[src/pspc_consts.svh]
// Register offsets, field positions, reset values and widths of the power stage PWM config
`ifndef PSPC_CONSTS_SVH
`define PSPC_CONSTS_SVH
`define PSPC_ADDR_W 4
`define PSPC_OFS_ROUTE 4'h0
`define PSPC_OFS_MAIN 4'h1
`define PSPC_OFS_SA_LO 4'h2
`define PSPC_OFS_SA_HI 4'h3
`define PSPC_OFS_RA_LO 4'h4
`define PSPC_OFS_RA_HI 4'h5
`define PSPC_OFS_SB_LO 4'h6
`define PSPC_OFS_SB_HI 4'h7
`define PSPC_OFS_RB_LO 4'h8
`define PSPC_OFS_RB_HI 4'h9
`define PSPC_OFS_MATRIX 4'ha
`define PSPC_OFS_STATUS 4'hb
`define PSPC_ROUTE_RST 8'h00
`define PSPC_MAIN_RST 8'h00
`define PSPC_CMP_RST 16'h0000
`define PSPC_CMP_W 12
`define PSPC_BIT_D_SRC 7
`define PSPC_BIT_C_SRC 6
`define PSPC_BIT_D_EN 3
`define PSPC_BIT_B_EN 2
`define PSPC_BIT_C_EN 1
`define PSPC_BIT_A_EN 0
`define PSPC_BIT_HALF 7
`define PSPC_BIT_AUTO 6
`define PSPC_BIT_MANUAL 5
`define PSPC_BIT_POL 2
`define PSPC_BIT_CLK 1
`define PSPC_BIT_MATRIX 0
`endif

[src/pspc_pkg.sv]
// Types shared by the power stage PWM config block
package pspc_pkg;
  typedef enum logic [1:0] {
    PSPC_ONE_RAMP = 2'h0,
    PSPC_TWO_RAMP = 2'h1,
    PSPC_FOUR_RAMP = 2'h2,
    PSPC_CENTER = 2'h3
  } pspc_mode_t;

  typedef struct packed {
    logic d_src;
    logic c_src;
    logic [1:0] sync_sel;
    logic d_en;
    logic b_en;
    logic c_en;
    logic a_en;
  } pspc_route_t;

  typedef struct packed {
    logic half_duty;
    logic auto_hold;
    logic manual_hold;
    pspc_mode_t mode;
    logic polarity;
    logic clk_sel;
    logic matrix_en;
  } pspc_main_t;

  typedef struct packed {
    logic [15:0] set_a;
    logic [15:0] reset_a;
    logic [15:0] set_b;
    logic [15:0] reset_b;
  } pspc_cmp_t;

  // Core status seen from the counter: matches, direction, ramp number, fault hooks
  typedef struct packed {
    logic match_sa;
    logic match_ra;
    logic match_sb;
    logic match_rb;
    logic count_down;
    logic [1:0] ramp_num;
    logic fault_a;
    logic fault_b;
    logic cycle_end;
  } pspc_core_t;

  // Pin drive bundle: value and enable per pin
  typedef struct packed {
    logic [3:0] value;
    logic [3:0] enable;
  } pspc_pins_t;
endpackage : pspc_pkg

[src/pspc_top.sv]
// Power stage PWM configuration, update hold and output routing
//
// Chosen here: the address-and-strobe port and the register offsets.
`timescale 1ns/100ps
`default_nettype none
`include "pspc_consts.svh"

module pspc_top #(
  parameter int CMP_W = `PSPC_CMP_W
) (
  input wire logic sys_clk,
  input wire logic rst,
  input wire logic [`PSPC_ADDR_W-1:0] reg_addr,
  input wire logic [7:0] reg_wdata,
  input wire logic reg_wr,
  input wire logic reg_rd,
  output logic [7:0] reg_rdata,
  input wire logic [11:0] counter,
  input wire pspc_pkg::pspc_core_t core,
  input wire logic gen_a,
  input wire logic gen_b,
  input wire logic [1:0] prescale_sel,
  output logic fast_clock_sel,
  output logic [1:0] clk_divide_log2,
  output pspc_pkg::pspc_cmp_t active_cmp,
  output logic [3:0] flank_mod,
  output pspc_pkg::pspc_mode_t ramp_mode,
  output logic [3:0] cmp_match,
  output pspc_pkg::pspc_pins_t pins,
  output logic adc_sync
);
  import pspc_pkg::*;

  // ****************************************
  // Register file
  // ****************************************
  pspc_route_t route_shadow;
  pspc_route_t route_live;
  pspc_main_t main_cfg;
  pspc_cmp_t cmp_shadow;
  logic [7:0] matrix_shadow;
  logic [7:0] matrix_live;
  logic [7:0] high_latch;
  logic rb_last;
  logic pending;
  logic manual_q;

  function automatic logic hit(input logic [3:0] a, input logic [3:0] o);
    hit = reg_wr && (a == o);
  endfunction : hit

  wire wr_route = hit(reg_addr, `PSPC_OFS_ROUTE);
  wire wr_main = hit(reg_addr, `PSPC_OFS_MAIN);
  wire wr_sa = hit(reg_addr, `PSPC_OFS_SA_LO);
  wire wr_ra = hit(reg_addr, `PSPC_OFS_RA_LO);
  wire wr_sb = hit(reg_addr, `PSPC_OFS_SB_LO);
  wire wr_rb = hit(reg_addr, `PSPC_OFS_RB_LO);
  wire wr_matrix = hit(reg_addr, `PSPC_OFS_MATRIX);
  wire wr_high = hit(reg_addr, `PSPC_OFS_SA_HI) || hit(reg_addr, `PSPC_OFS_RA_HI) ||
                 hit(reg_addr, `PSPC_OFS_SB_HI) || hit(reg_addr, `PSPC_OFS_RB_HI);
  wire wr_any_buf = wr_sa || wr_ra || wr_sb || wr_rb || wr_matrix || wr_route;

  wire [15:0] word_in = {high_latch, reg_wdata};
  wire [15:0] word12 = {4'h0, high_latch[3:0], reg_wdata};

  wire [15:0] next_sa = wr_sa ? word12 : cmp_shadow.set_a;
  wire [15:0] next_ra = wr_ra ? word12 : cmp_shadow.reset_a;
  wire [15:0] next_sb = wr_sb ? word12 : cmp_shadow.set_b;
  wire [15:0] next_rb = wr_rb ? word_in : cmp_shadow.reset_b;
  wire [15:0] half_sb = wr_sb ? word12 : cmp_shadow.set_b;
  pspc_cmp_t next_shadow;
  assign next_shadow.set_b = next_sb;
  assign next_shadow.reset_b = next_rb;
  assign next_shadow.set_a = (main_cfg.half_duty && wr_rb) ? half_sb : next_sa;
  assign next_shadow.reset_a = (main_cfg.half_duty && wr_rb) ? {4'h0, word_in[11:0]} : next_ra;

  wire auto_on = main_cfg.auto_hold;
  wire manual_on = main_cfg.manual_hold && !auto_on;
  // auto transfer at cycle end after reset-B written last
  wire auto_xfer = auto_on && pending && rb_last && core.cycle_end;
  wire manual_xfer = manual_q && !main_cfg.manual_hold && !auto_on;
  wire direct = !auto_on && !manual_on;
  wire do_xfer = auto_xfer || manual_xfer || direct;

  always_ff @(posedge sys_clk) begin
    if (rst) begin
      route_shadow <= `PSPC_ROUTE_RST;
      main_cfg <= `PSPC_MAIN_RST;
      cmp_shadow <= {4{`PSPC_CMP_RST}};
      matrix_shadow <= 8'h00;
      high_latch <= 8'h00;
      rb_last <= 1'b0;
      pending <= 1'b0;
      manual_q <= 1'b0;
    end else begin
      if (wr_high) begin
        high_latch <= reg_wdata;
      end
      if (wr_route) begin
        route_shadow <= reg_wdata;
      end
      if (wr_main) begin
        main_cfg <= reg_wdata;
      end
      if (wr_matrix) begin
        matrix_shadow <= reg_wdata;
      end
      cmp_shadow <= next_shadow;
      if (wr_any_buf) begin
        rb_last <= wr_rb;
      end
      // Write during transfer cycle stays pending, set wins
      if (wr_any_buf) begin
        pending <= 1'b1;
      end else if (auto_xfer) begin
        pending <= 1'b0;
      end
      manual_q <= manual_on;
    end
  end

  // ****************************************
  // Live copies used by the generator
  // ****************************************
  always_ff @(posedge sys_clk) begin
    if (rst) begin
      active_cmp <= {4{`PSPC_CMP_RST}};
      route_live <= `PSPC_ROUTE_RST;
      matrix_live <= 8'h00;
    end else if (do_xfer) begin
      // Auto mode copies the shadow so writes on the transfer edge are not lost later
      active_cmp <= direct ? next_shadow : cmp_shadow;
      route_live <= direct && wr_route ? pspc_route_t'(reg_wdata) : route_shadow;
      matrix_live <= direct && wr_matrix ? reg_wdata : matrix_shadow;
    end
  end

  // ****************************************
  // Compare, clock and mode outputs
  // ****************************************
  // continuous compare
  wire [3:0] next_match = {counter == active_cmp.set_a[CMP_W-1:0],
                           counter == active_cmp.reset_a[CMP_W-1:0],
                           counter == active_cmp.set_b[CMP_W-1:0],
                           counter == active_cmp.reset_b[CMP_W-1:0]};
  // prescaler exponent per code: 0, 1, 2, 3
  wire [1:0] next_div = prescale_sel;

  always_ff @(posedge sys_clk) begin
    if (rst) begin
      cmp_match <= 4'h0;
      fast_clock_sel <= 1'b0;
      clk_divide_log2 <= 2'h0;
      flank_mod <= 4'h0;
      ramp_mode <= PSPC_ONE_RAMP;
    end else begin
      cmp_match <= next_match;
      fast_clock_sel <= main_cfg.clk_sel;
      clk_divide_log2 <= next_div;
      flank_mod <= active_cmp.reset_b[15:12];
      ramp_mode <= main_cfg.mode;
    end
  end

  // ****************************************
  // Output routing
  // ****************************************
  // polarity; matrix bypasses it; per-ramp values
  wire use_matrix = main_cfg.matrix_en && main_cfg.mode == PSPC_FOUR_RAMP;
  wire wave_a = use_matrix ? matrix_live[core.ramp_num] :
                (main_cfg.polarity ? gen_a : !gen_a);
  wire wave_b = use_matrix ? matrix_live[4 + core.ramp_num] :
                (main_cfg.polarity ? gen_b : !gen_b);
  wire extra_d = route_live.d_src ? wave_a : wave_b;
  wire extra_c = route_live.c_src ? wave_b : wave_a;
  pspc_pins_t next_pins;
  assign next_pins.value = {extra_d, wave_b, extra_c, wave_a};
  assign next_pins.enable = ~{route_live.d_en, route_live.b_en, route_live.c_en, route_live.a_en};

  logic next_sync;
  always_comb begin
    next_sync = 1'b0;
    if (main_cfg.mode == PSPC_CENTER) begin
      unique case (route_live.sync_sel)
        2'h0: next_sync = core.match_ra && core.count_down;
        2'h1: next_sync = core.match_ra && !core.count_down;
        2'h2, 2'h3: next_sync = 1'b0;
      endcase
    end else begin
      unique case (route_live.sync_sel)
        2'h0: next_sync = core.match_sa;
        2'h1: next_sync = core.match_ra || core.fault_a;
        2'h2: next_sync = core.match_sb;
        2'h3: next_sync = core.match_rb || core.fault_b;
      endcase
    end
  end

  logic [7:0] next_rdata;
  always_comb begin
    next_rdata = 8'h00;
    if (reg_rd && reg_addr == `PSPC_OFS_ROUTE) next_rdata = route_shadow;
    if (reg_rd && reg_addr == `PSPC_OFS_MAIN) next_rdata = main_cfg;
    if (reg_rd && reg_addr == `PSPC_OFS_MATRIX) next_rdata = matrix_shadow;
    if (reg_rd && reg_addr == `PSPC_OFS_STATUS) next_rdata = {6'h00, rb_last, pending};
  end

  always_ff @(posedge sys_clk) begin
    if (rst) begin
      pins <= 8'h0f;
      adc_sync <= 1'b0;
      reg_rdata <= 8'h00;
    end else begin
      pins <= next_pins;
      adc_sync <= next_sync;
      reg_rdata <= next_rdata;
    end
  end

  // ****************************************
  // Checks
  // ****************************************
  // Duplicates are checked against the pins they copy, not against their own select logic
  a_dup_d_source: assert property (@(posedge sys_clk) disable iff (rst)
    1'b1 |=> pins.value[3] == ($past(route_live.d_src) ? pins.value[0] : pins.value[2]))
    else $error("extra D routing wrong");
  a_dup_c_source: assert property (@(posedge sys_clk) disable iff (rst)
    1'b1 |=> pins.value[1] == ($past(route_live.c_src) ? pins.value[2] : pins.value[0]))
    else $error("extra C routing wrong");
  a_sync_center_none: assert property (@(posedge sys_clk) disable iff (rst)
    (main_cfg.mode == PSPC_CENTER && route_live.sync_sel[1]) |=> !adc_sync)
    else $error("sync in center mode with no source");
  a_sync_ramp_sa: assert property (@(posedge sys_clk) disable iff (rst)
    (main_cfg.mode != PSPC_CENTER && route_live.sync_sel == 2'h0 && core.match_sa) |=> adc_sync)
    else $error("missing leading edge sync");
  a_pin_a_enable: assert property (@(posedge sys_clk) disable iff (rst)
    !route_live.a_en |=> pins.enable[0]) else $error("pin A driven while disabled");
  a_half_copy_ra: assert property (@(posedge sys_clk) disable iff (rst)
    (main_cfg.half_duty && wr_rb) |=> cmp_shadow.reset_a[11:0] == cmp_shadow.reset_b[11:0])
    else $error("half duty copy missing");
  a_manual_hold_keep: assert property (@(posedge sys_clk) disable iff (rst)
    (manual_on && $stable(main_cfg.manual_hold) && !auto_on) |=> $stable(active_cmp))
    else $error("live compare changed under manual hold");
  a_auto_hold_keep: assert property (@(posedge sys_clk) disable iff (rst)
    (auto_on && !auto_xfer) |=> $stable(active_cmp)) else $error("auto hold leaked");
  a_high_latch_pair: assert property (@(posedge sys_clk) disable iff (rst)
    (wr_rb && !auto_on && !manual_on) |=> active_cmp.reset_b[15:8] == $past(high_latch))
    else $error("high byte not paired");
  a_polarity_low: assert property (@(posedge sys_clk) disable iff (rst)
    (!use_matrix && !main_cfg.polarity) |=> pins.value[0] == !$past(gen_a))
    else $error("polarity wrong");
  c_auto_xfer: cover property (@(posedge sys_clk) disable iff (rst) auto_xfer);
  c_manual_xfer: cover property (@(posedge sys_clk) disable iff (rst) manual_xfer);
  c_center_sync: cover property (@(posedge sys_clk) disable iff (rst)
    main_cfg.mode == PSPC_CENTER ##1 adc_sync);
  c_matrix_use: cover property (@(posedge sys_clk) disable iff (rst) use_matrix);
endmodule : pspc_top

`default_nettype wire
[config.mk]
export PLATFORM = sky130hd
export DESIGN_NAME = pspc_top
export DESIGN_NICKNAME = d
export VERILOG_FILES = /design/src/pspc_pkg.sv /design/src/pspc_top.sv
export VERILOG_INCLUDE_DIRS = /design/src
export SDC_FILE = /design/constraint.sdc
export NUM_CORES = 1
export LEC_CHECK = 0
export BUFFER_PORTS_ARGS = -buffer_cell sky130_fd_sc_hd__clkbuf_2
export CORE_AREA = 3 3 144 146
export DETAILED_ROUTE_END_ITERATION = 7
export DIE_AREA = 0 0 147 149
export PLACE_DENSITY_LB_ADDON = 0.25
export SLEW_MARGIN = 40
export SYNTH_ARGS = -nofsm -noshare
export SYNTH_HDL_FRONTEND = slang
export SYNTH_SLANG_ARGS = --single-unit
[constraint.sdc]
create_clock -name sys_clk -period 1.9 [get_ports sys_clk]
set_input_delay 0.19 -clock sys_clk [delete_from_list [all_inputs] [get_ports sys_clk]]
set_output_delay 0.19 -clock sys_clk [all_outputs]
set_load 0.1 [all_outputs]
=== After elaboration in Yosys (flattened, before gate mapping) ===
Cells that the tools add are included.

* Add/sub/neg operators: 1
* Divide/modulo/power cells: 0
* Shift operators: 0
* Muxes and demuxes: 28
* $mul: 0
* Order comparisons: 2
* Reductions and logical operators: 51
* Bitwise logic cells: 1
* Eq/ne operators: 20

{| class="wikitable"
|+ Operator list
! cell !! count
|-
| 16-bit two-way mux || 6
|-
| 64-bit two-way mux || 1
|-
| 12-bit == test || 4
|-
| 8-bit two-way mux || 5
|-
| 1-bit logical AND || 28
|-
| 4-bit by 3-bit == test with 1-bit output (second input constant) || 4
|-
| 4-bit == test (second input constant) || 4
|-
| 1-bit logical OR || 12
|-
| 1-bit two-way mux || 11
|-
| 2-bit == test (second input constant) || 4
|-
| 4-bit by 2-bit == test with 1-bit output (second input constant) || 2
|-
| 1-bit zero test || 6
|-
| 3-bit by 2-bit adder with 4-bit output (first input constant) || 1
|-
| 4-bit by 1-bit == test with 1-bit output (second input constant) || 1
|-
| 4-bit zero test || 1
|-
| 2-bit by 4-bit < comparator with 1-bit output (second input constant) || 1
|-
| 4-bit < comparator (second input constant) || 1
|-
| 4-bit inverter || 1
|-
| 1-bit one-hot mux with 4 select lines || 1
|-
| 2-bit OR reduction || 2
|-
| 1-bit binary-select mux with 3-bit select || 1
|-
| 1-bit one-hot mux with 3 select lines || 1
|-
| 1-bit binary-select mux with 2-bit select || 1
|-
| 2-bit by 1-bit == test with 1-bit output (second input constant) || 1
|-
| other kinds (3) || 3
|}

* Memories kept: 0
* Memory bits (read-only): 0
* Output and inout port bits: 94
* Bits in writable memories: 0
* Input port bits: 42
* Bits in latches: 0
* Register bits after elaboration: 209
* Word-level logic and storage cells: 148

=== Longest topological paths before layout ===
Gate-level depths: netlist (run 1).

* Depth in word-level cells: 8
* Mapped depth: 7
* Mapped depth without buffers: 4

=== Worst setup path after synthesis (run 1) ===
Ideal clock, no wire load.

* Path kind: reg2reg
* From: register active_cmp[26] (netlist bit)
* To: register cmp_match[1]
* Cell stages (with the launch flop): 5
* Data required time: 1.808 ns
* Buffers on the path: 0
* Setup time: 0.092 ns
* Slack: 0.099 ns
* Data arrival time: 1.709 ns
* Clock period less this slack: 1.801 ns
* Cell sequence: dfxtp_1 -> xor2_1 -> nor4_1 -> nand4_1 -> nor4_1

* Word-level cells in the longest chain between the ends: 1

{| class="wikitable"
|+ RTL lines
! element !! RTL line !! RTL
|-
| from (decl) || pspc_top.sv:25 || <nowiki>output pspc_pkg::pspc_cmp_t active_cmp,</nowiki>
|-
| from (signal assigned) || pspc_top.sv:127 || <nowiki>active_cmp <= {4{`PSPC_CMP_RST}};</nowiki>
|-
| from (signal assigned) || pspc_top.sv:132 || <nowiki>active_cmp <= direct ? next_shadow : cmp_shadow;</nowiki>
|-
| 12-bit == test || pspc_top.sv:144 || <nowiki>counter == active_cmp.set_b[CMP_W-1:0],</nowiki>
|-
| to (signal assigned) || pspc_top.sv:157 || <nowiki>cmp_match <= next_match;</nowiki>
|-
| to (decl) || pspc_top.sv:28 || <nowiki>output logic [3:0] cmp_match,</nowiki>
|}

Every way passes these cells.
A chain may end at the register's enable or synchronous reset.

=== Worst setup path after layout (run 1) ===
* From: register main_cfg (netlist bit auto_on)
* To: register active_cmp[46] (netlist bit)

* Word-level cells in the longest chain between the ends: 5
* Elaborated cells between the ends (all ways): 11
* Those cells by class: mux: 1; reduce/logical: 10

{| class="wikitable"
|+ RTL lines
! element !! RTL line !! RTL
|-
| from (decl) || pspc_top.sv:39 || <nowiki>pspc_main_t main_cfg;</nowiki>
|-
| from (signal assigned) || pspc_top.sv:88 || <nowiki>main_cfg <= `PSPC_MAIN_RST;</nowiki>
|-
| from (signal assigned) || pspc_top.sv:103 || <nowiki>main_cfg <= reg_wdata;</nowiki>
|-
| 1-bit zero test or 1-bit logical AND (tied branches) || n/a ||
|-
| 1-bit logical AND, on equally long branches || pspc_top.sv:78, pspc_top.sv:80 ||
|-
| 1-bit zero test or 1-bit logical AND (tied branches) || pspc_top.sv:82, pspc_top.sv:80 ||
|-
| 1-bit logical AND or 1-bit logical OR (tied branches) || pspc_top.sv:82, pspc_top.sv:83 ||
|-
| 64-bit two-way mux or 1-bit logical OR (tied branches) || pspc_top.sv:132, pspc_top.sv:83 ||
|}

Parallel ways exist; a longest one is shown, timed or not.

==> results.sh, run 1 <==
export IMPL_final_antenna_net_count=0
export IMPL_timing_rr_start="auto_on"
export IMPL_antenna_found_initial=0
export IMPL_avgSynthCellArea_um2=8.86
export IMPL_grt_pass1_wl_um=42000
export IMPL_r2r_setup_slack_ns=0.20
export IMPL_holdCritStartpoint="core[5]"
export IMPL_hp_class="input port to register"
export IMPL_post_route_min_period_ns=1.70
export IMPL_start_util_pct=45.0
export IMPL_power_density_nw_per_um2=894
export IMPL_gp_congestion=0.838
export IMPL_synth_area_um2=8790
export IMPL_worstMarginPinSlew_ns=0.677
export IMPL_synthArstFlopShare_pct=0
export IMPL_r2r_cells=5
export IMPL_setup_violations=0
export IMPL_syn_inst=992
export IMPL_clock_root_buffer="clkbuf_16"
export IMPL_critPathCaptureType="register"
export IMPL_drv_cap=0
export IMPL_fin_tns_setup_ns=0
export IMPL_critical_path_arrival_ns=2.06
export IMPL_wl_um=26800
export IMPL_cts_htree_levels=1
export IMPL_num_vias=7875
export IMPL_num_antenna_cells=0
export IMPL_synth_warnings=0
export IMPL_holdWs_ns=0.0155
export IMPL_finalHoldViolations=0
export IMPL_p_leak_nw=4.22
export IMPL_reg2reg_to="active_cmp[46]"
export IMPL_drive_gt1_share_pct=21.4
export IMPL_hold_path_depth=4
export IMPL_critical_path_class="register to register"
export IMPL_fmax_mhz=589
export IMPL_startpoint_type="register"
export IMPL_finalPower_mw=9.48
export IMPL_path_delay_family="simple AND/OR/NAND/NOR gates"
export IMPL_cts_max_path_buffers=3
export IMPL_first_iter_violations=764
export IMPL_ys_flop_type="dfxtp_1"
export IMPL_port_buffers=135
export IMPL_slew_headroom_pct=54.9
export IMPL_die_area_um2=21900
export IMPL_die_y_um=149
export IMPL_die_x_um=147
export IMPL_hpwl_um=18300
export IMPL_fin_crit_sh_pct=89.4
export IMPL_clkTransAtPathRegs_ns=0.06
export IMPL_cp_max_fo=28
export IMPL_viasPerCell=5.64
export IMPL_area_growth_pct=20.6
export IMPL_ir_drop_mv=0.598
export IMPL_slew_violations=0
export IMPL_crit_path_max_incr_delay_ns=0.45
export IMPL_drt_pass1_iter_count=7
export IMPL_grt_pass1_vias=7172
export IMPL_rows=51
export IMPL_synth_edf_count=0
export IMPL_worstPathRequired_ns=2.26
export IMPL_status="finished clean"
export IMPL_placed_cells=1353
export IMPL_overflow=0
export IMPL_io_pins=136
export IMPL_cts_tree="built"
export IMPL_ys_ff_latch=208
export IMPL_grt_start_max_net_pins=86
export IMPL_route_detailed_wl_per_inst_um=19.2
export IMPL_rsz0062_at_grt="false"
export IMPL_timing_critical_path_buf_inv=1
export IMPL_cts_made_buffers=23
export IMPL_layout_nets=1158
export IMPL_yosysSeqAreaShare_pct=47.4
export IMPL_syn_num_nets=1034
export IMPL_crit_chain="nand4_1 > nand2_2 > buf_4 > mux2i_1 > nor3_1"
export IMPL_clock_skew_ns=0.00928
export IMPL_coreArea_um2=19500
export IMPL_clk_latency_ns=0.50
export IMPL_drc=0
export IMPL_cts_sinks=208
export IMPL_cp_slowest_cell="dfxtp_1"
export IMPL_yosysUniqueCellTypes=57
export IMPL_stdcell_count=1396
export IMPL_gr_usage_all_layers_pct=24.0
export IMPL_worstHoldEndpoint="adc_sync"
==> flip-flops by register name, indices dropped and copies added, names as in the netlist, 2 cells and up <==
signal / count
ramp_mode: 2
matrix_shadow: 8
high_latch: 8
main_cfg: 7
cmp_match: 4
active_cmp: 64
reg_rdata: 8
flank_mod: 4
matrix_live: 8
cmp_shadow: 64
route_shadow: 8
route_live: 8
pins: 8
clk_divide_log2: 2
==> kinds of logic after synthesis <==
group / synth area share [%]
AND/OR/NAND/NOR: 19.7
AO/OA/AOI/OAI: 16.8
flip-flops: 47.4
buffers and inverters: 4.40
multiplexers: 6.61
XOR/XNOR: 5.18
==> placed cells by master (no fill, tap or decap), drive strengths merged, types with 2 or more instances in the layout <==
cell         Yosys  routed
nand3b           5       5
clkinv           0       9
a32oi            2       2
xor2            20      20
clkbuf          60     164
nand4           10      10
o22ai           11      11
a21boi          27      27
mux2             4       4
nand2          152     152
nor3             8       8
or3b             2       2
mux2i           49      49
xnor2           32      32
dlygate4sd3      0       3
dfxtp          208     208
and2             8       8
a22oi           32      32
nor4             9       9
a21oi           66      66
nand2b          20      20
and3             3       3
or3             13      13
a222oi           6       6
o221ai          11      11
a31o             4       4
a31oi           27      27
o32ai            2       2
nor2            83      83
buf             29      51
mux4             2       2
nand3           34      34
a211oi           7       7
a311oi           9       9
o21ai           10      10
nor2b           15      15
==> per-stage QoR <==
stage	setup WS (ns)	util, %	cell area [µm²]
floorplan	0.0995	-	8790
global placement	0.173	50.6	9880
detailed placement	0.104	50.6	9880
CTS	0.228	54.3	10600
global route	0.0554	54.3	10600
finish	0.202	54.3	10600
==> tightest hold or removal path: cells and delay by family <==
family                 cells  cell delay (ns)
buffers and inverters      1             0.09
AO/OA/AOI/OAI              1             0.05
multiplexers               1             0.06
AND/OR/NAND/NOR            1             0.08
==> how the worst max path moves through the flow <==
| stage | startpoint | endpoint | slack [ns] | cells past startpoint |
|---|---|---|---|---|
| after floorplan | active_cmp[26] | cmp_match[1] | 0.1 | 4 |
| after global placement | reg_addr[3] | auto_on | 0.17 | 5 |
| after detailed placement | reg_addr[3] | main_cfg[4] | 0.10 | 5 |
| after CTS | auto_on | active_cmp[46] | 0.23 | 5 |
| after global routing | auto_on | active_cmp[42] | 0.06 | 6 |
| final | auto_on | active_cmp[46] | 0.20 | 5 |
==> layout make-up <==
type,count,area (µm²)
Fill cell,1867,8930
Multi-Input combinational cell,694,4240
Sequential cell,208,4160
Timing Repair Buffer,188,1170
Clock buffer,30,632
Tap cell,265,332
Clock inverter,10,52.6
Inverter,1,3.75
==> where the power goes <==
part / total (mW) / internal [mW] / switching (mW)
registers: 4.49 / 4.43 / 0.0626
logic: 0.899 / 0.258 / 0.641
clock network: 4.08 / 2.33 / 1.75
total: 9.48 / 7.02 / 2.45
==> what timing repair did <==
item                                    CTS  global route
hold buffers                              3             0
endpoints found under the hold margin     3             0
setup buffers                             0             0
endpoints found under the setup margin    0             0
gates resized for setup                   0             0
==> cell usage after synthesis (all sizes together), types with 2 or more instances <==
cell type | count | area share, %
dfxtp | 208 | 47
nand2 | 152 | 6.5
nor2 | 83 | 3.6
a21oi | 66 | 3.8
clkbuf | 60 | 2.6
mux2i | 49 | 5.6
nand3 | 34 | 2.0
a22oi | 32 | 2.7
xnor2 | 32 | 3.2
buf | 29 | 1.8
a21boi | 27 | 2.3
a31oi | 27 | 1.9
nand2b | 20 | 1.4
xor2 | 20 | 2.0
nor2b | 15 | 1.1
or3 | 13 | 0.93
o221ai | 11 | 1.1
o22ai | 11 | 0.78
nand4 | 10 | 0.71
o21ai | 10 | 0.57
a311oi | 9 | 0.97
nor4 | 9 | 0.71
and2 | 8 | 0.57
nor3 | 8 | 0.58
a211oi | 7 | 0.74
a222oi | 6 | 0.68
nand3b | 5 | 0.43
a31o | 4 | 0.40
mux2 | 4 | 0.51
and3 | 3 | 0.21
a32oi | 2 | 0.20
mux4 | 2 | 0.51
o32ai | 2 | 0.20
or3b | 2 | 0.23
==> metal layers <==
layer | routed length [µm] | part of all wire (%) | track usage [%] | vias up
met5 | 0 | 0 | 0 | -
met4 | 483 | 1.8 | 4.94 | 0
met3 | 2210 | 8.2 | 4.19 | 32
met2 | 11700 | 44 | 36.0 | 325
met1 | 12500 | 46 | 36.2 | 3785
li1 | - | - | - | 3733
No activity file was read; power rests on OpenSTA's default activity.
==> inputs of run 2 (changes only) <==
CORE_AREA = 3 3 137 139   (was 3 3 144 146)
DIE_AREA = 0 0 140 142   (was 0 0 147 149)
==> results.sh, run 2 (synthesis results as in run 1) <==
export IMPL_use_met3_pct=5.07
export IMPL_final_common_cell="dfxtp_1"
export IMPL_final_cell_mix="208 x dfxtp_1, 151 x nand2_1, 134 x clkbuf_2, 81 x nor2_1, 66 x a21oi_1"
export IMPL_status="finished clean"
export IMPL_r2r_setup_slack_ns=0.15
export IMPL_fin_tns_setup_ns=0
export IMPL_cts_max_path_buffers=3
export IMPL_start_util_pct=49.4
export IMPL_power_density_nw_per_um2=931
export IMPL_crit_chain="nor2_2 > nor2_2 > buf_12 > a22oi_1 > o22ai_1"
export IMPL_regArea_um2=4160
export IMPL_clock_skew_ns=0.00772
export IMPL_cp_max_fo=28
export IMPL_layout_nets=1152
export IMPL_p_leak_nw=4.23
export IMPL_grtUsageMet2_pct=38.3
export IMPL_cp_slowest_cell="nor2_2"
export IMPL_ir_drop_mv=0.763
export IMPL_post_route_min_period_ns=1.75
export IMPL_drt_pass1_iter_count=7
export IMPL_gp_congestion=0.870
export IMPL_final_antenna_net_count=0
export IMPL_worstPathRequired_ns=2.26
export IMPL_cts_sinks=208
export IMPL_clkTransAtPathRegs_ns=0.06
export IMPL_rsz0062_at_grt="false"
export IMPL_drive_gt1_share_pct=21.1
export IMPL_wl_um=25600
export IMPL_worstMarginPinSlew_ns=0.732
export IMPL_area_growth_pct=20.6
export IMPL_hp_class="input port to register"
export IMPL_num_antenna_cells=0
export IMPL_reg2reg_to="active_cmp[35]"
export IMPL_drc=0
export IMPL_grt_start_max_net_pins=95
export IMPL_multiInputGateArea_um2=4240
export IMPL_die_area_um2=19900
export IMPL_io_pins=136
export IMPL_first_iter_violations=676
export IMPL_busiest_layer="met2"
export IMPL_holdBufCountCts=3
export IMPL_cts_repair_resized=0
export IMPL_drv_cap=0
export IMPL_slew_headroom_pct=51.2
export IMPL_finalHoldViolations=0
export IMPL_fmax_mhz=570
export IMPL_crit_path_max_incr_delay_ns=0.44
export IMPL_placement_cell_area_um2=9790
export IMPL_setup_violations=0
export IMPL_antenna_found_initial=0
export IMPL_critPathCaptureType="register"
export IMPL_die_y_um=142
export IMPL_coreArea_um2=17800
export IMPL_timing_rr_start="auto_on"
export IMPL_crit_top_cell="nor2_2"
export IMPL_cts_htree_levels=1
export IMPL_cts_tree="built"
export IMPL_hpwl_um=17700
export IMPL_r2r_cells=5
export IMPL_fin_area_um2=10600
export IMPL_port_buffers=135
export IMPL_grt_pass1_vias=7259
export IMPL_post_cts_buffers=0
export IMPL_die_x_um=140
export IMPL_viasPerCell=5.74
export IMPL_startpoint_type="register"
export IMPL_clk_latency_ns=0.50
export IMPL_fin_crit_sh_pct=92.3
export IMPL_critical_path_arrival_ns=2.11
export IMPL_clock_root_buffer="clkbuf_16"
export IMPL_num_vias=7782
export IMPL_slew_violations=0
export IMPL_top_regs="active_cmp (64), cmp_shadow (64)"
export IMPL_cts_made_buffers=23
export IMPL_grt_pass1_wl_um=40500
export IMPL_rows=49
export IMPL_critPathLaunch="auto_on"
export IMPL_grt_util_met1_pct=36.6
export IMPL_crit_path_end="active_cmp[35]"
export IMPL_gr_usage_all_layers_pct=25.0
export IMPL_overflow=0
export IMPL_critical_path_class="register to register"
export IMPL_nFillCells=1600
export IMPL_route_detailed_wl_per_inst_um=18.9
run 2: metal layers:
metal,part of all wire [%],vias up
met5,0,-
met4,1.6,0
met3,8.4,34
met2,44,331
met1,46,3700
li1,-,3717
run 2: area by class of cell:
cell class / count / area share [%]
Multi-Input combinational cell: 694 / 40.0
Timing Repair Buffer: 182 / 10.7
Inverter: 1 / 0.0354
Clock inverter: 6 / 0.590
Sequential cell: 208 / 39.3
Tap cell: 229 / 2.70
Clock buffer: 36 / 6.74
run 2: how the worst min path moves through the flow:
| stage | from | endpoint | slack [ns] | depth (start not counted) |
|---|---|---|---|---|
| after global routing | core[5] | adc_sync | 0.03 | 4 |
| after CTS | core[5] | adc_sync | 0.006 | 4 |
| after global placement | route_live[0] | pins[0] | 0.38 | 1 |
| after detailed placement | route_live[2] | pins[2] | 0.38 | 1 |
| after floorplan | prescale_sel[0] | clk_divide_log2[0] | 0.32 | 1 |
| final | core[5] | adc_sync | 0.02 | 4 |
run 2: power breakdown:
group | switching [mW] | internal [mW] | leakage [nW]
Combinational | 0.627 | 0.253 | 2.16
Clock | 1.78 | 2.72 | 0.387
Sequential | 0.0639 | 4.43 | 1.68
Total | 2.47 | 7.40 | 4.23
run 2: worst max-delay path, delay by kind of cell, from the launching register on:
kind | cells | cell delay (ns)
flops | 1 | 0.37
buf+inv | 1 | 0.23
simple gates | 2 | 0.68
compound gates | 2 | 0.32
run 2: per-stage QoR:
stage	hold slack (ns)	utilization (%)	total power, mW	cells	setup WS, ns
5_1_grt	0.0325	59.6	10.2	1356	0.0165
3_5_place_dp	0.379	55.1	5.46	1311	0.117
6_report	0.0215	59.6	9.87	1356	0.147
4_1_cts	0.00598	59.6	9.92	1356	0.213
2_1_floorplan	0.318	-	5.19	992	0.0995
3_3_place_gp	0.376	55.1	5.45	1311	0.124
==> inputs of run 3 (changes only) <==
CTS_BUF_LIST = sky130_fd_sc_hd__clkbuf_16   (was unset)
==> results.sh, run 3 (synthesis results as in run 1) <==
export IMPL_status="finished clean"
export IMPL_coreArea_um2=17800
export IMPL_io_pins=136
export IMPL_crit_top_cell="nor2_2"
export IMPL_grt_pass1_wl_um=40300
export IMPL_nFillCells=1618
export IMPL_path_delay_family="simple AND/OR/NAND/NOR gates"
export IMPL_die_area_um2=19900
export IMPL_hp_class="input port to register"
export IMPL_overflow=0
export IMPL_clkTransAtPathRegs_ns=0.06
export IMPL_cts_sinks=208
export IMPL_route_detailed_wl_per_inst_um=19.0
export IMPL_die_y_um=142
export IMPL_cp_slowest_cell="nor2_2"
export IMPL_cts_tree="built"
export IMPL_final_cell_mix="208 x dfxtp_1, 151 x nand2_1, 134 x clkbuf_2, 81 x nor2_1, 66 x a21oi_1"
export IMPL_slew_headroom_pct=51.1
export IMPL_critical_path_arrival_ns=2.12
export IMPL_top_layer="met4"
export IMPL_drv_cap=0
export IMPL_startpoint_type="register"
export IMPL_viasPerCell=5.81
export IMPL_clk_latency_ns=0.51
export IMPL_route_met2_wl_um=11400
export IMPL_final_common_cell="dfxtp_1"
export IMPL_hpwl_um=17700
export IMPL_grt_start_max_net_pins=95
export IMPL_top_regs="active_cmp (64), cmp_shadow (64)"
export IMPL_fin_util_pct=59.1
export IMPL_setup_violations=0
export IMPL_rsz0062_at_grt="false"
export IMPL_antenna_found_initial=0
export IMPL_drt_met1_wl_um=11600
export IMPL_clock_skew_ns=0.00767
export IMPL_cts_max_path_buffers=3
export IMPL_fin_tns_setup_ns=0
export IMPL_gr_usage_all_layers_pct=24.9
export IMPL_post_cts_buffers=0
export IMPL_cp_max_fo=28
export IMPL_fin_area_um2=10500
export IMPL_finalHoldViolations=0
export IMPL_die_x_um=140
export IMPL_drc=0
export IMPL_grt_pass1_vias=7220
export IMPL_num_vias=7876
export IMPL_slew_violations=0
export IMPL_crit_path_max_incr_delay_ns=0.45
export IMPL_wl_um=25800
export IMPL_worstMarginPinSlew_ns=0.733
export IMPL_worstPathRequired_ns=2.26
export IMPL_critical_path_class="register to register"
export IMPL_layout_nets=1152
export IMPL_ir_drop_mv=0.762
export IMPL_rows=49
export IMPL_port_buffers=135
export IMPL_gp_congestion=0.870
export IMPL_drive_gt1_share_pct=20.3
export IMPL_first_iter_violations=697
export IMPL_clock_root_buffer="clkbuf_16"
export IMPL_wl_met3_um=2420
export IMPL_cts_made_buffers=23
export IMPL_timing_critical_path_buf_inv=1
export IMPL_crit_chain="nor2_2 > nor2_2 > buf_12 > a22oi_1 > o22ai_1"
export IMPL_cts_htree_levels=1
export IMPL_fmax_mhz=569
export IMPL_final_antenna_net_count=0
export IMPL_post_route_min_period_ns=1.76
export IMPL_fin_crit_sh_pct=92.4
export IMPL_placement_cell_area_um2=9790
export IMPL_num_antenna_cells=0
export IMPL_drt_pass1_iter_count=6
export IMPL_start_util_pct=49.4
export IMPL_holdWs_ns=0.0195
export IMPL_area_growth_pct=19.6
export IMPL_critPathCaptureType="register"
export IMPL_p_leak_nw=4.20
export IMPL_power_density_nw_per_um2=900
-- run 3: cell types whose count changed in the layout (fill, tap and decap cells not counted), sizes merged --
| cell | delta |
|---|---|
| clkbuf | -13 |
| clkinv | +9 |
| inv | +4 |
-- run 3: per-layer routing --
metal  vias up  global-route usage, %
met5         -                      0
met4         0                   5.71
met3        41                   4.67
met2       366                   38.4
met1      3758                   36.4
li1       3711                      -
-- run 3: what timing repair did --
item | 4_1_cts | 5_1_grt
gates resized for setup | 0 | 0
endpoints found under the hold margin | 3 | 0
hold buffers | 3 | 0
-- run 3: worst register-to-register path, cell delays in order, from the launching register on --
cell	delay (ns)
dfxtp_1	0.37
nor2_2	0.45
nor2_2	0.24
buf_12	0.23
a22oi_1	0.22
o22ai_1	0.10
-- run 3: layout make-up --
class                      count  area (µm²)  share of cell area (%)
timing repair buffer         182        1130                    10.8
sequential                   208        4160                    39.6
tap                          229         287                    2.73
clock inverter                19         111                    1.06
clock buffer                  23         576                    5.48
multi-input combinational    694        4240                    40.3
inverter                       1        3.75                  0.0357
-- run 3: final timing paths --
check	end	start	slack, ns	cells past startpoint
setup / recovery	active_cmp[35]	auto_on	0.14	5
hold / removal	adc_sync	core[5]	0.02	4
setup reg to reg	active_cmp[35]	auto_on	0.14	5
hold reg to reg	pins[2]	route_live[2]	0.39	1
-- run 3: through the flow --
step	power (mW)	worst slack, ns	std cells
floorplan	5.19	0.0995	992
global placement	5.45	0.124	1311
finish	9.46	0.144	1356
CTS	9.52	0.208	1356
detailed placement	5.46	0.117	1311
global route	9.76	0.0163	1356
-- run 3: report_power, final --
group	switching (mW)	internal, mW
clock	1.75	2.33
sequential	0.0644	4.43
combinational	0.628	0.253
